## src/rtl/rcpp_pkg.sv

```systemverilog
package rcpp_pkg;
  localparam int RCPP_PORT_W = 4;
  localparam int RCPP_KEY_W = 8;
  // apb map
  localparam logic [11:0] RCPP_OFS_SRC = 12'h000;
  localparam logic [11:0] RCPP_OFS_DIR = 12'h004;
  localparam logic [11:0] RCPP_OFS_PULL = 12'h008;
  localparam logic [11:0] RCPP_OFS_OUT = 12'h00C;
  localparam logic [11:0] RCPP_OFS_PIN = 12'h010;
  localparam logic [11:0] RCPP_OFS_CTRL = 12'h014;
  localparam logic [11:0] RCPP_OFS_STAT = 12'h018;
  localparam logic [11:0] RCPP_OFS_MASK = 12'h01C;
  // reset values
  localparam logic [7:0] RCPP_SRC_RST = 8'h00;
  localparam logic [3:0] RCPP_DIR_RST = 4'h0;
  localparam logic [3:0] RCPP_PULL_RST = 4'h0;
  localparam logic [3:0] RCPP_OUT_RST = 4'h0;
  localparam logic [3:0] RCPP_MASK_RST = 4'h0;
  // ctrl register fields
  localparam int RCPP_CTRL_IR = 0;
  localparam int RCPP_CTRL_STBY = 1;
  // status bit positions
  localparam int RCPP_ST_WAKE = 0;
  localparam int RCPP_ST_INT = 1;
  localparam int RCPP_ST_HANG = 2;
  localparam int RCPP_ST_TEST = 3;
  localparam int RCPP_ST_W = 4;
  typedef enum logic [1:0] {
    RCPP_RUN = 2'b01,
    RCPP_STANDBY = 2'b10
  } rcpp_pwr_t;
endpackage

```

## src/rtl/rcpp_evt_if.sv

```systemverilog
interface rcpp_evt_if;
  import rcpp_pkg::*;
  logic [RCPP_ST_W-1:0] evt;
  logic [RCPP_ST_W-1:0] stat;
  logic [RCPP_ST_W-1:0] clr;
  logic [RCPP_ST_W-1:0] mask;
  logic irq;
  modport owner (input evt, clr, mask, output stat, irq);
  modport user (output evt, clr, mask, input stat, irq);
endinterface

```

## src/rtl/rcpp_irq.sv

```systemverilog
module rcpp_irq (
  input wire logic pclk, // system clock
  input wire logic presetn, // async reset, active low
  rcpp_evt_if.owner ev // event status and mask
);
  import rcpp_pkg::*;
  logic [RCPP_ST_W-1:0] stat_ff;
  logic [RCPP_ST_W-1:0] nxt_stat;

  // set wins over a clear in the same cycle
  assign nxt_stat = (stat_ff & ~ev.clr) | ev.evt;

  always_ff @(posedge pclk or negedge presetn) begin
    if (!presetn) begin
      stat_ff <= '0;
    end else begin
      stat_ff <= nxt_stat;
    end
  end

  assign ev.stat = stat_ff;
  assign ev.irq = |(stat_ff & ev.mask);
endmodule

```

## src/rtl/rcpp_wake.sv

```systemverilog
module rcpp_wake (
  input wire logic [7:0] key_n, // key-return levels, low = pressed
  output logic wake_req // asynchronous wake request
);
  // pure gates so a stopped clock still wakes
  assign wake_req = ~(&key_n);
endmodule

```

## src/rtl/remote_ctrl_pin_ports.sv

```systemverilog
module remote_ctrl_pin_ports
  import rcpp_pkg::*;
(
  input wire logic pclk, // system clock
  input wire logic presetn, // reset pin, active low
  input wire logic psel, // apb select
  input wire logic penable, // apb enable
  input wire logic pwrite, // apb direction
  input wire logic [11:0] paddr, // apb byte address
  input wire logic [31:0] pwdata, // apb write data
  output logic [31:0] prdata, // apb read data
  output logic pready, // apb ready
  output logic pslverr, // apb error
  input wire logic [3:0] key_return_port_a, // key return a
  input wire logic [3:0] key_return_port_b, // key return b
  output logic [3:0] key_source_port_c_o, // always low level
  output logic [3:0] key_source_port_c_oe, // pulls pin low
  output logic [3:0] key_source_port_d_o, // always low level
  output logic [3:0] key_source_port_d_oe, // pulls pin low
  input wire logic [3:0] bidir_port_e_i, // port e pin levels
  output logic [3:0] bidir_port_e_o, // port e drive levels
  output logic [3:0] bidir_port_e_oe, // port e drive enables
  output logic [3:0] bidir_port_e_pu, // port e pull-up enables
  output logic ir_carrier_out, // ir transmit, active high
  input wire logic ext_int, // external interrupt input
  input wire logic test_mode, // test mode entered via int pin
  input wire logic wdt_overflow, // watchdog overflow
  input wire logic stack_fault, // stack over or underflow
  input wire logic low_voltage, // supply below threshold
  output logic hangup_detect_out_o, // always low level
  output logic hangup_detect_out_oe, // pulls hang-up pin low
  output logic cpu_reset_n, // cpu reset, active low
  output logic osc_run, // oscillator enable
  output logic wake_req, // asynchronous wake request
  output logic standby, // standby state
  output logic irq // interrupt, active high
);
  import rcpp_pkg::*;

  logic [7:0] src_ff;
  logic [3:0] dir_ff;
  logic [3:0] pull_ff;
  logic [3:0] out_ff;
  logic ir_ff;
  logic [RCPP_ST_W-1:0] mask_ff;
  logic [31:0] prdata_ff;
  logic [3:0] pin_e_ff;
  logic int_ff;
  logic hang_ff;
  logic wake_ff;
  rcpp_pwr_t pwr_ff;
  rcpp_pwr_t nxt_pwr;
  logic wr_en;
  logic rd_en;
  logic addr_ok;
  logic stby_req;
  rcpp_evt_if ev ();

  function automatic logic hit(input logic [11:0] a, input logic [11:0] ofs);
    return a == ofs;
  endfunction

  assign addr_ok = hit(paddr, RCPP_OFS_SRC) || hit(paddr, RCPP_OFS_DIR)
                   || hit(paddr, RCPP_OFS_PULL) || hit(paddr, RCPP_OFS_OUT)
                   || hit(paddr, RCPP_OFS_PIN) || hit(paddr, RCPP_OFS_CTRL)
                   || hit(paddr, RCPP_OFS_STAT) || hit(paddr, RCPP_OFS_MASK);
  assign wr_en = psel && penable && pwrite && addr_ok;
  assign rd_en = psel && !penable && !pwrite;
  // zero wait state slave
  assign pready = 1'b1;
  assign pslverr = psel && penable && !addr_ok;
  assign stby_req = wr_en && hit(paddr, RCPP_OFS_CTRL) && pwdata[RCPP_CTRL_STBY];

  // key source drive value, a one releases the line
  always_ff @(posedge pclk or negedge presetn) begin
    if (!presetn) begin
      src_ff <= RCPP_SRC_RST;
    end else if (wr_en && hit(paddr, RCPP_OFS_SRC)) begin
      src_ff <= pwdata[7:0];
    end
  end

  always_ff @(posedge pclk or negedge presetn) begin
    if (!presetn) begin
      dir_ff <= RCPP_DIR_RST;
      pull_ff <= RCPP_PULL_RST;
      out_ff <= RCPP_OUT_RST;
    end else begin
      if (wr_en && hit(paddr, RCPP_OFS_DIR)) begin
        dir_ff <= pwdata[3:0];
      end
      if (wr_en && hit(paddr, RCPP_OFS_PULL)) begin
        pull_ff <= pwdata[3:0];
      end
      if (wr_en && hit(paddr, RCPP_OFS_OUT)) begin
        out_ff <= pwdata[3:0];
      end
    end
  end

  always_ff @(posedge pclk or negedge presetn) begin
    if (!presetn) begin
      ir_ff <= 1'b0;
    end else if (wr_en && hit(paddr, RCPP_OFS_CTRL)) begin
      ir_ff <= pwdata[RCPP_CTRL_IR];
    end
  end

  always_ff @(posedge pclk or negedge presetn) begin
    if (!presetn) begin
      mask_ff <= RCPP_MASK_RST;
    end else if (wr_en && hit(paddr, RCPP_OFS_MASK)) begin
      mask_ff <= pwdata[RCPP_ST_W-1:0];
    end
  end

  // pin sampling, inputs are synchronous
  always_ff @(posedge pclk or negedge presetn) begin
    if (!presetn) begin
      pin_e_ff <= 4'h0;
      int_ff <= 1'b0;
      hang_ff <= 1'b0;
      wake_ff <= 1'b0;
    end else begin
      pin_e_ff <= bidir_port_e_i;
      int_ff <= ext_int;
      hang_ff <= wdt_overflow | stack_fault | low_voltage | test_mode;
      wake_ff <= wake_req;
    end
  end

  rcpp_wake u_wake (
    .key_n({key_return_port_b, key_return_port_a}),
    .wake_req(wake_req)
  );

  // standby entered by software, left on any key press
  always_comb begin
    nxt_pwr = pwr_ff;
    unique case (pwr_ff)
      RCPP_RUN: begin
        if (stby_req && !wake_req) begin
          nxt_pwr = RCPP_STANDBY;
        end
      end
      RCPP_STANDBY: begin
        if (wake_req) begin
          nxt_pwr = RCPP_RUN;
        end
      end
      default: nxt_pwr = RCPP_RUN;
    endcase
  end

  always_ff @(posedge pclk or negedge presetn) begin
    if (!presetn) begin
      pwr_ff <= RCPP_RUN;
    end else begin
      pwr_ff <= nxt_pwr;
    end
  end

  assign standby = (pwr_ff == RCPP_STANDBY);
  // async release so a clock stopped in standby restarts
  assign osc_run = presetn && (!standby || wake_req);
  assign cpu_reset_n = presetn;

  // event detection: rising edges of sampled levels, test_mode taken unsampled
  logic int_d_ff;
  logic hang_d_ff;
  logic test_d_ff;
  logic wake_d_ff;
  always_ff @(posedge pclk or negedge presetn) begin
    if (!presetn) begin
      int_d_ff <= 1'b0;
      hang_d_ff <= 1'b0;
      test_d_ff <= 1'b0;
      wake_d_ff <= 1'b0;
    end else begin
      int_d_ff <= int_ff;
      hang_d_ff <= hang_ff;
      test_d_ff <= test_mode;
      wake_d_ff <= wake_ff;
    end
  end

  assign ev.evt[RCPP_ST_WAKE] = wake_ff && !wake_d_ff;
  assign ev.evt[RCPP_ST_INT] = int_ff && !int_d_ff;
  assign ev.evt[RCPP_ST_HANG] = hang_ff && !hang_d_ff;
  assign ev.evt[RCPP_ST_TEST] = test_mode && !test_d_ff;
  assign ev.clr = (wr_en && hit(paddr, RCPP_OFS_STAT)) ? pwdata[RCPP_ST_W-1:0] : '0;
  assign ev.mask = mask_ff;

  rcpp_irq u_irq (
    .pclk(pclk),
    .presetn(presetn),
    .ev(ev)
  );
  assign irq = ev.irq;

  // register read data captured in setup phase
  always_ff @(posedge pclk or negedge presetn) begin
    if (!presetn) begin
      prdata_ff <= 32'h0000_0000;
    end else if (rd_en) begin
      prdata_ff <= 32'h0000_0000;
      unique case (1'b1)
        hit(paddr, RCPP_OFS_SRC): prdata_ff[7:0] <= src_ff;
        hit(paddr, RCPP_OFS_DIR): prdata_ff[3:0] <= dir_ff;
        hit(paddr, RCPP_OFS_PULL): prdata_ff[3:0] <= pull_ff;
        hit(paddr, RCPP_OFS_OUT): prdata_ff[3:0] <= out_ff;
        hit(paddr, RCPP_OFS_PIN): prdata_ff[3:0] <= pin_e_ff;
        hit(paddr, RCPP_OFS_CTRL): prdata_ff[1:0] <= {standby, ir_ff};
        hit(paddr, RCPP_OFS_STAT): prdata_ff[RCPP_ST_W-1:0] <= ev.stat;
        hit(paddr, RCPP_OFS_MASK): prdata_ff[RCPP_ST_W-1:0] <= mask_ff;
        default: prdata_ff <= 32'h0000_0000;
      endcase
    end
  end
  assign prdata = prdata_ff;

  // open drain: only ever drive low
  assign key_source_port_c_o = 4'h0;
  assign key_source_port_d_o = 4'h0;
  assign key_source_port_c_oe = ~src_ff[3:0];
  assign key_source_port_d_oe = ~src_ff[7:4];
  assign bidir_port_e_oe = dir_ff;
  assign bidir_port_e_o = out_ff;
  assign bidir_port_e_pu = pull_ff & ~dir_ff;
  assign ir_carrier_out = ir_ff;
  assign hangup_detect_out_o = 1'b0;
  // delayed one cycle by sampling; board loops it to reset
  assign hangup_detect_out_oe = hang_ff;
endmodule

```

## config.mk

```make
export PLATFORM = sky130hd
export DESIGN_NAME = remote_ctrl_pin_ports
export DESIGN_NICKNAME = d
export VERILOG_FILES = /design/src/rtl/rcpp_pkg.sv /design/src/rtl/rcpp_evt_if.sv /design/src/rtl/rcpp_irq.sv /design/src/rtl/rcpp_wake.sv /design/src/rtl/remote_ctrl_pin_ports.sv
export SDC_FILE = /design/constraint.sdc
export NUM_CORES = 1
export LEC_CHECK = 0
export BUFFER_PORTS_ARGS = -buffer_cell sky130_fd_sc_hd__buf_2
export CAP_MARGIN = 0
export CORE_MARGIN = 2
export CORE_UTILIZATION = 45
export CTS_BUF_LIST = sky130_fd_sc_hd__clkbuf_16
export DETAILED_ROUTE_END_ITERATION = 8
export MAX_ROUTING_LAYER = met4
export PLACE_DENSITY = 0.8
export RECOVER_POWER = 25
export SLEW_MARGIN = 20
export SYNTH_ARGS = -nofsm -noshare
export SYNTH_HDL_FRONTEND = slang
export SYNTH_HIERARCHICAL = 1
export SYNTH_SLANG_ARGS = --single-unit
```

## constraint.sdc

```tcl
create_clock -name pclk -period 1.8 [get_ports pclk]
set_input_delay 0.36 -clock pclk [delete_from_list [all_inputs] [get_ports pclk]]
set_output_delay 0.36 -clock pclk [all_outputs]
set_load 0.03 [all_outputs]
```

==> metrics.md <==
| Metric | Value |
|---|---|
| Critical path cell sequence | buf_2 > nor4_4 > nand3_2 > buf_4 > and3_1 > buf_2 |
| Maximum vdd drop | ~0.57 mV |
| Hpwl dp | 4290 um |
| Total CTS buffers | 5 |
| First-pass GRT wire length | slightly below 9000 um |
| Post-Synth XOR/XNOR Area | 0% |
| Die area | ~0.0064 mm^2 |
| Main synth FF type | dfrtp_1 |
| # IOs | about 140 |
| DR vias | 1922 |
| Die Y | 80.1 um |
| Clk sinks | 50 |
| Ant diodes | 0 |
| Worst reg2reg path startpoint | pwr_ff[0]$_DFFE_PN1P_ |
| DR vias/cell | around 5 |
| P per Cell Area | 711 mW/mm^2 |
| Die W | 80.1 um |
| Final Setup Violations | 0 |
| # rows | 27 |
| Top Family by Delay on Critical Path | simple AND/OR/NAND/NOR gates |
| YS warnings | 6 |
| Worst skew pair latency | around 0.28 ns |
| Buffers & Inverters on Critical Path | 3 |
| Synth Cell Area | 0.00260 mm^2 |
| Sequential power share | 49.8% |
| Setup CP Type | input port to output port |
| Reg clk slew, reported paths | 0.06 ns |
| Final WL | 5680 um |
| Sequential area share after synthesis | 48.1% |
| CTS tree | yes |
| Fmax achieved | about 0.57 GHz |
| Synth cell types | 42 |
| Mean Syn Cell Area | ~12 um^2 |
| Status | finished clean |
| Final Hold Fails | 0 |
| Initial Utilization | a little under half |
| Setup Skew | 0.00248 ns |
| Combinational power share | between 10% and 20% |
| CORE AREA | between 0.005 and 0.006 mm^2 |
| GR Overflow Total | 0 |
| Clock Power Share | between 30% and 40% |
| P_sw | 575 uW |
| Min cycle time layout | approximately 1.8 ns |
| Leak pwr | roughly 0.0017 uW |
| Share of cells above drive strength 1 | between 40% and 50% |
| Port Buffers | a little under 80 |
| Critical path's most frequent cell | buf_2 |
| Least-Margin Pin Slew | between 1 and 1.5 ns |
| Post-synthesis simple-gate area fraction | ~14% |
| Worst relative slew slack | 32.1% |
| Area Growth Syn to Fin | 23.6% |
| CP Data Required Time | 1.44 ns |
| Slowest-stage cell, CP | nor4_4 |
| Critical path peak fanout | 3 |
| Mux contribution to synthesized area | 17.7% |
| Post-synthesis async set-or-reset flop share | 100% |
| Largest net degree at the start of global routing | 43 |
| Fin crit share | 98.0% |
| Worst setup SP type | input port |
| Post-synthesis adder-cell area fraction | 0% |
| DR iter-0 viols | 100 |
| EDFF count, synth | 0 |
| Remaining DRCs | 0 |
| Switch share | between 20 and 30% |
| Maxcap violations | 0 |
| Post-Place Worst Slack | -0.180 ns |
| Worst setup path startpoint | paddr[7] |
| Most frequent cells in the layout | buf_2 (75), dfrtp_1 (49), conb_1 (34) |
| Drt pass-1 iters | 4 |
| Number of global-route vias before repair | approximately 1800 |
| H-tree depth | 2 |
| Wire per inst | ~15 um |
| Final-stage net count | between 300 and 400 |
| Antenna Nets Post-Route | 0 |
| Seq cells post-synth | 50 |
| Total GRT Usage | 18.8% |
| Largest family of logic cells by synthesized area | multiplexers |
| CTS max path bufs | 2 |
| Leading cell type in the layout, fill and taps excluded | buf_2 |
| Setup ws final | between 0.03 and 0.04 ns |
| Critical path data arrival time | 1.40 ns |
| Initial antenna violation count | 0 |
| Hold slack | roughly 0.18 ns |
| Mapped Cells | around 220 |
| Worst Setup End Kind | output port |
| Post-layout utilization of the core | between 50% and 60% |
| Slew Viols, Final | 0 |
| Internal | 1710 uW |
| Crit path largest cell delay | approximately 0.32 ns |
| Clock tree root buffer cell | clkbuf_16 |
| Min-delay worst type | input port to async pin |
| Final RePlAce weighted congestion | about 0.8 |
| Post-synthesis compound-gate area fraction | ~6.9% |
through the flow:
step                total power, uW  area (um^2)  instances  TNS (ns)
floorplan                      1380         2720        249         0
global placement               1430         3050        376     -2.34
detailed placement             1430         3050        376     -3.16
CTS                            2310         3200        386         0
global route                   2370         3220        388   -0.0232
finish                         2290         3220        388         0
worst reg2reg max path, stage by stage (launching register included):
cell	delay, ns
dfstp_2	0.53
nor2b_1	0.06
mux4_2	0.46
mux2_2	0.28
a22o_1	0.18
final timing paths:
| path | endpoint | slack, ns | cells after the start |
|---|---|---|---|
| worst max register to register | prdata[1]$_DFFE_PN0P_ | 0.19 | 4 |
| worst min register to register | int_d_ff$_DFF_PN0_ | 0.37 | 0 |
| worst max-delay path | pslverr | 0.04 | 6 |
| max in group asynchronous | prdata[2]$_DFFE_PN0P_ | 0.60 | 2 |
| min in group pclk | pin_e_ff[3]$_DFF_PN0_ | 0.18 | 1 |
| worst min-delay path | pwr_ff[0]$_DFFE_PN1P_ | 0.18 | 1 |
synth_stat cells (all sizes together), types with 2 or more instances:
cell     n  area share, %
a21o     4            1.2
a22o     7            2.4
a22oi    3           0.87
and2     5            1.2
and3     4            1.0
buf     38             11
clkbuf   2           0.29
conb     2           0.29
dfrtp   49             47
inv     13            1.9
mux2    29             13
mux2i    3            1.2
mux4     4            3.5
nand2    8            1.2
nand2b   2           0.48
nand3    3           0.58
nand4    4            1.5
nor2     4           0.58
nor2b   10            2.4
nor3     6            2.4
nor4     2            1.1
o21ai    2           0.38
o31ai    2           0.58
cell families after synthesis:
group | Yosys count
buf+inv | 53
mux | 36
simple gates | 53
compound gates | 23
flops | 50
other cells | 2
final cells by class:
cell class                 count  area (um^2)
inverter                      13         48.8
clock buffer                   5          125
multi-input combinational    146         1140
sequential                    50         1250
clock inverter                 3         11.3
tap                           72         90.1
fill                         477         2320
timing repair buffer          99          548
repair_timing:
action | 4_1_cts | 5_1_grt
resized for setup | 0 | 1
endpoints found under the setup margin | 1 | 1
hold buffers | 1 | 0
pin swaps | 2 | 3
buffers inserted | 1 | 2
endpoints found under the hold margin | 7 | 0
registers in the layout (all words and copies together) (netlist names):
| register | flops |
|---|---|
| test_d_ff | 1 |
| prdata | 8 |
| bidir_port_e_o | 4 |
| pull_ff | 4 |
| wake_d_ff | 1 |
| wake_ff | 1 |
| ev.mask | 4 |
| pin_e_ff | 4 |
| pwr_ff | 2 |
| int_d_ff | 1 |
| hangup_detect_out_oe | 1 |
| ir_carrier_out | 1 |
| int_ff | 1 |
| src_ff | 8 |
| hang_d_ff | 1 |
| u_irq/ev.stat | 4 |
| bidir_port_e_oe | 4 |
power groups by stage:
stage | clock [uW] | combinational, uW | sequential (uW)
global route | 936 | 299 | 1140
detailed placement | 0 | 271 | 1160
CTS | 901 | 275 | 1140
finish | 873 | 276 | 1140
global placement | 0 | 266 | 1160
floorplan | 0 | 221 | 1160
routing by layer:
metal	GRT usage [%]	share of wire, %	vias up
met5	-	0	-
met4	5.59	1.1	0
met1	23.3	41	945
li1	-	-	880
met2	30.8	49	91
met3	4.38	8.4	6
No activity file was read; power rests on OpenSTA's default activity.
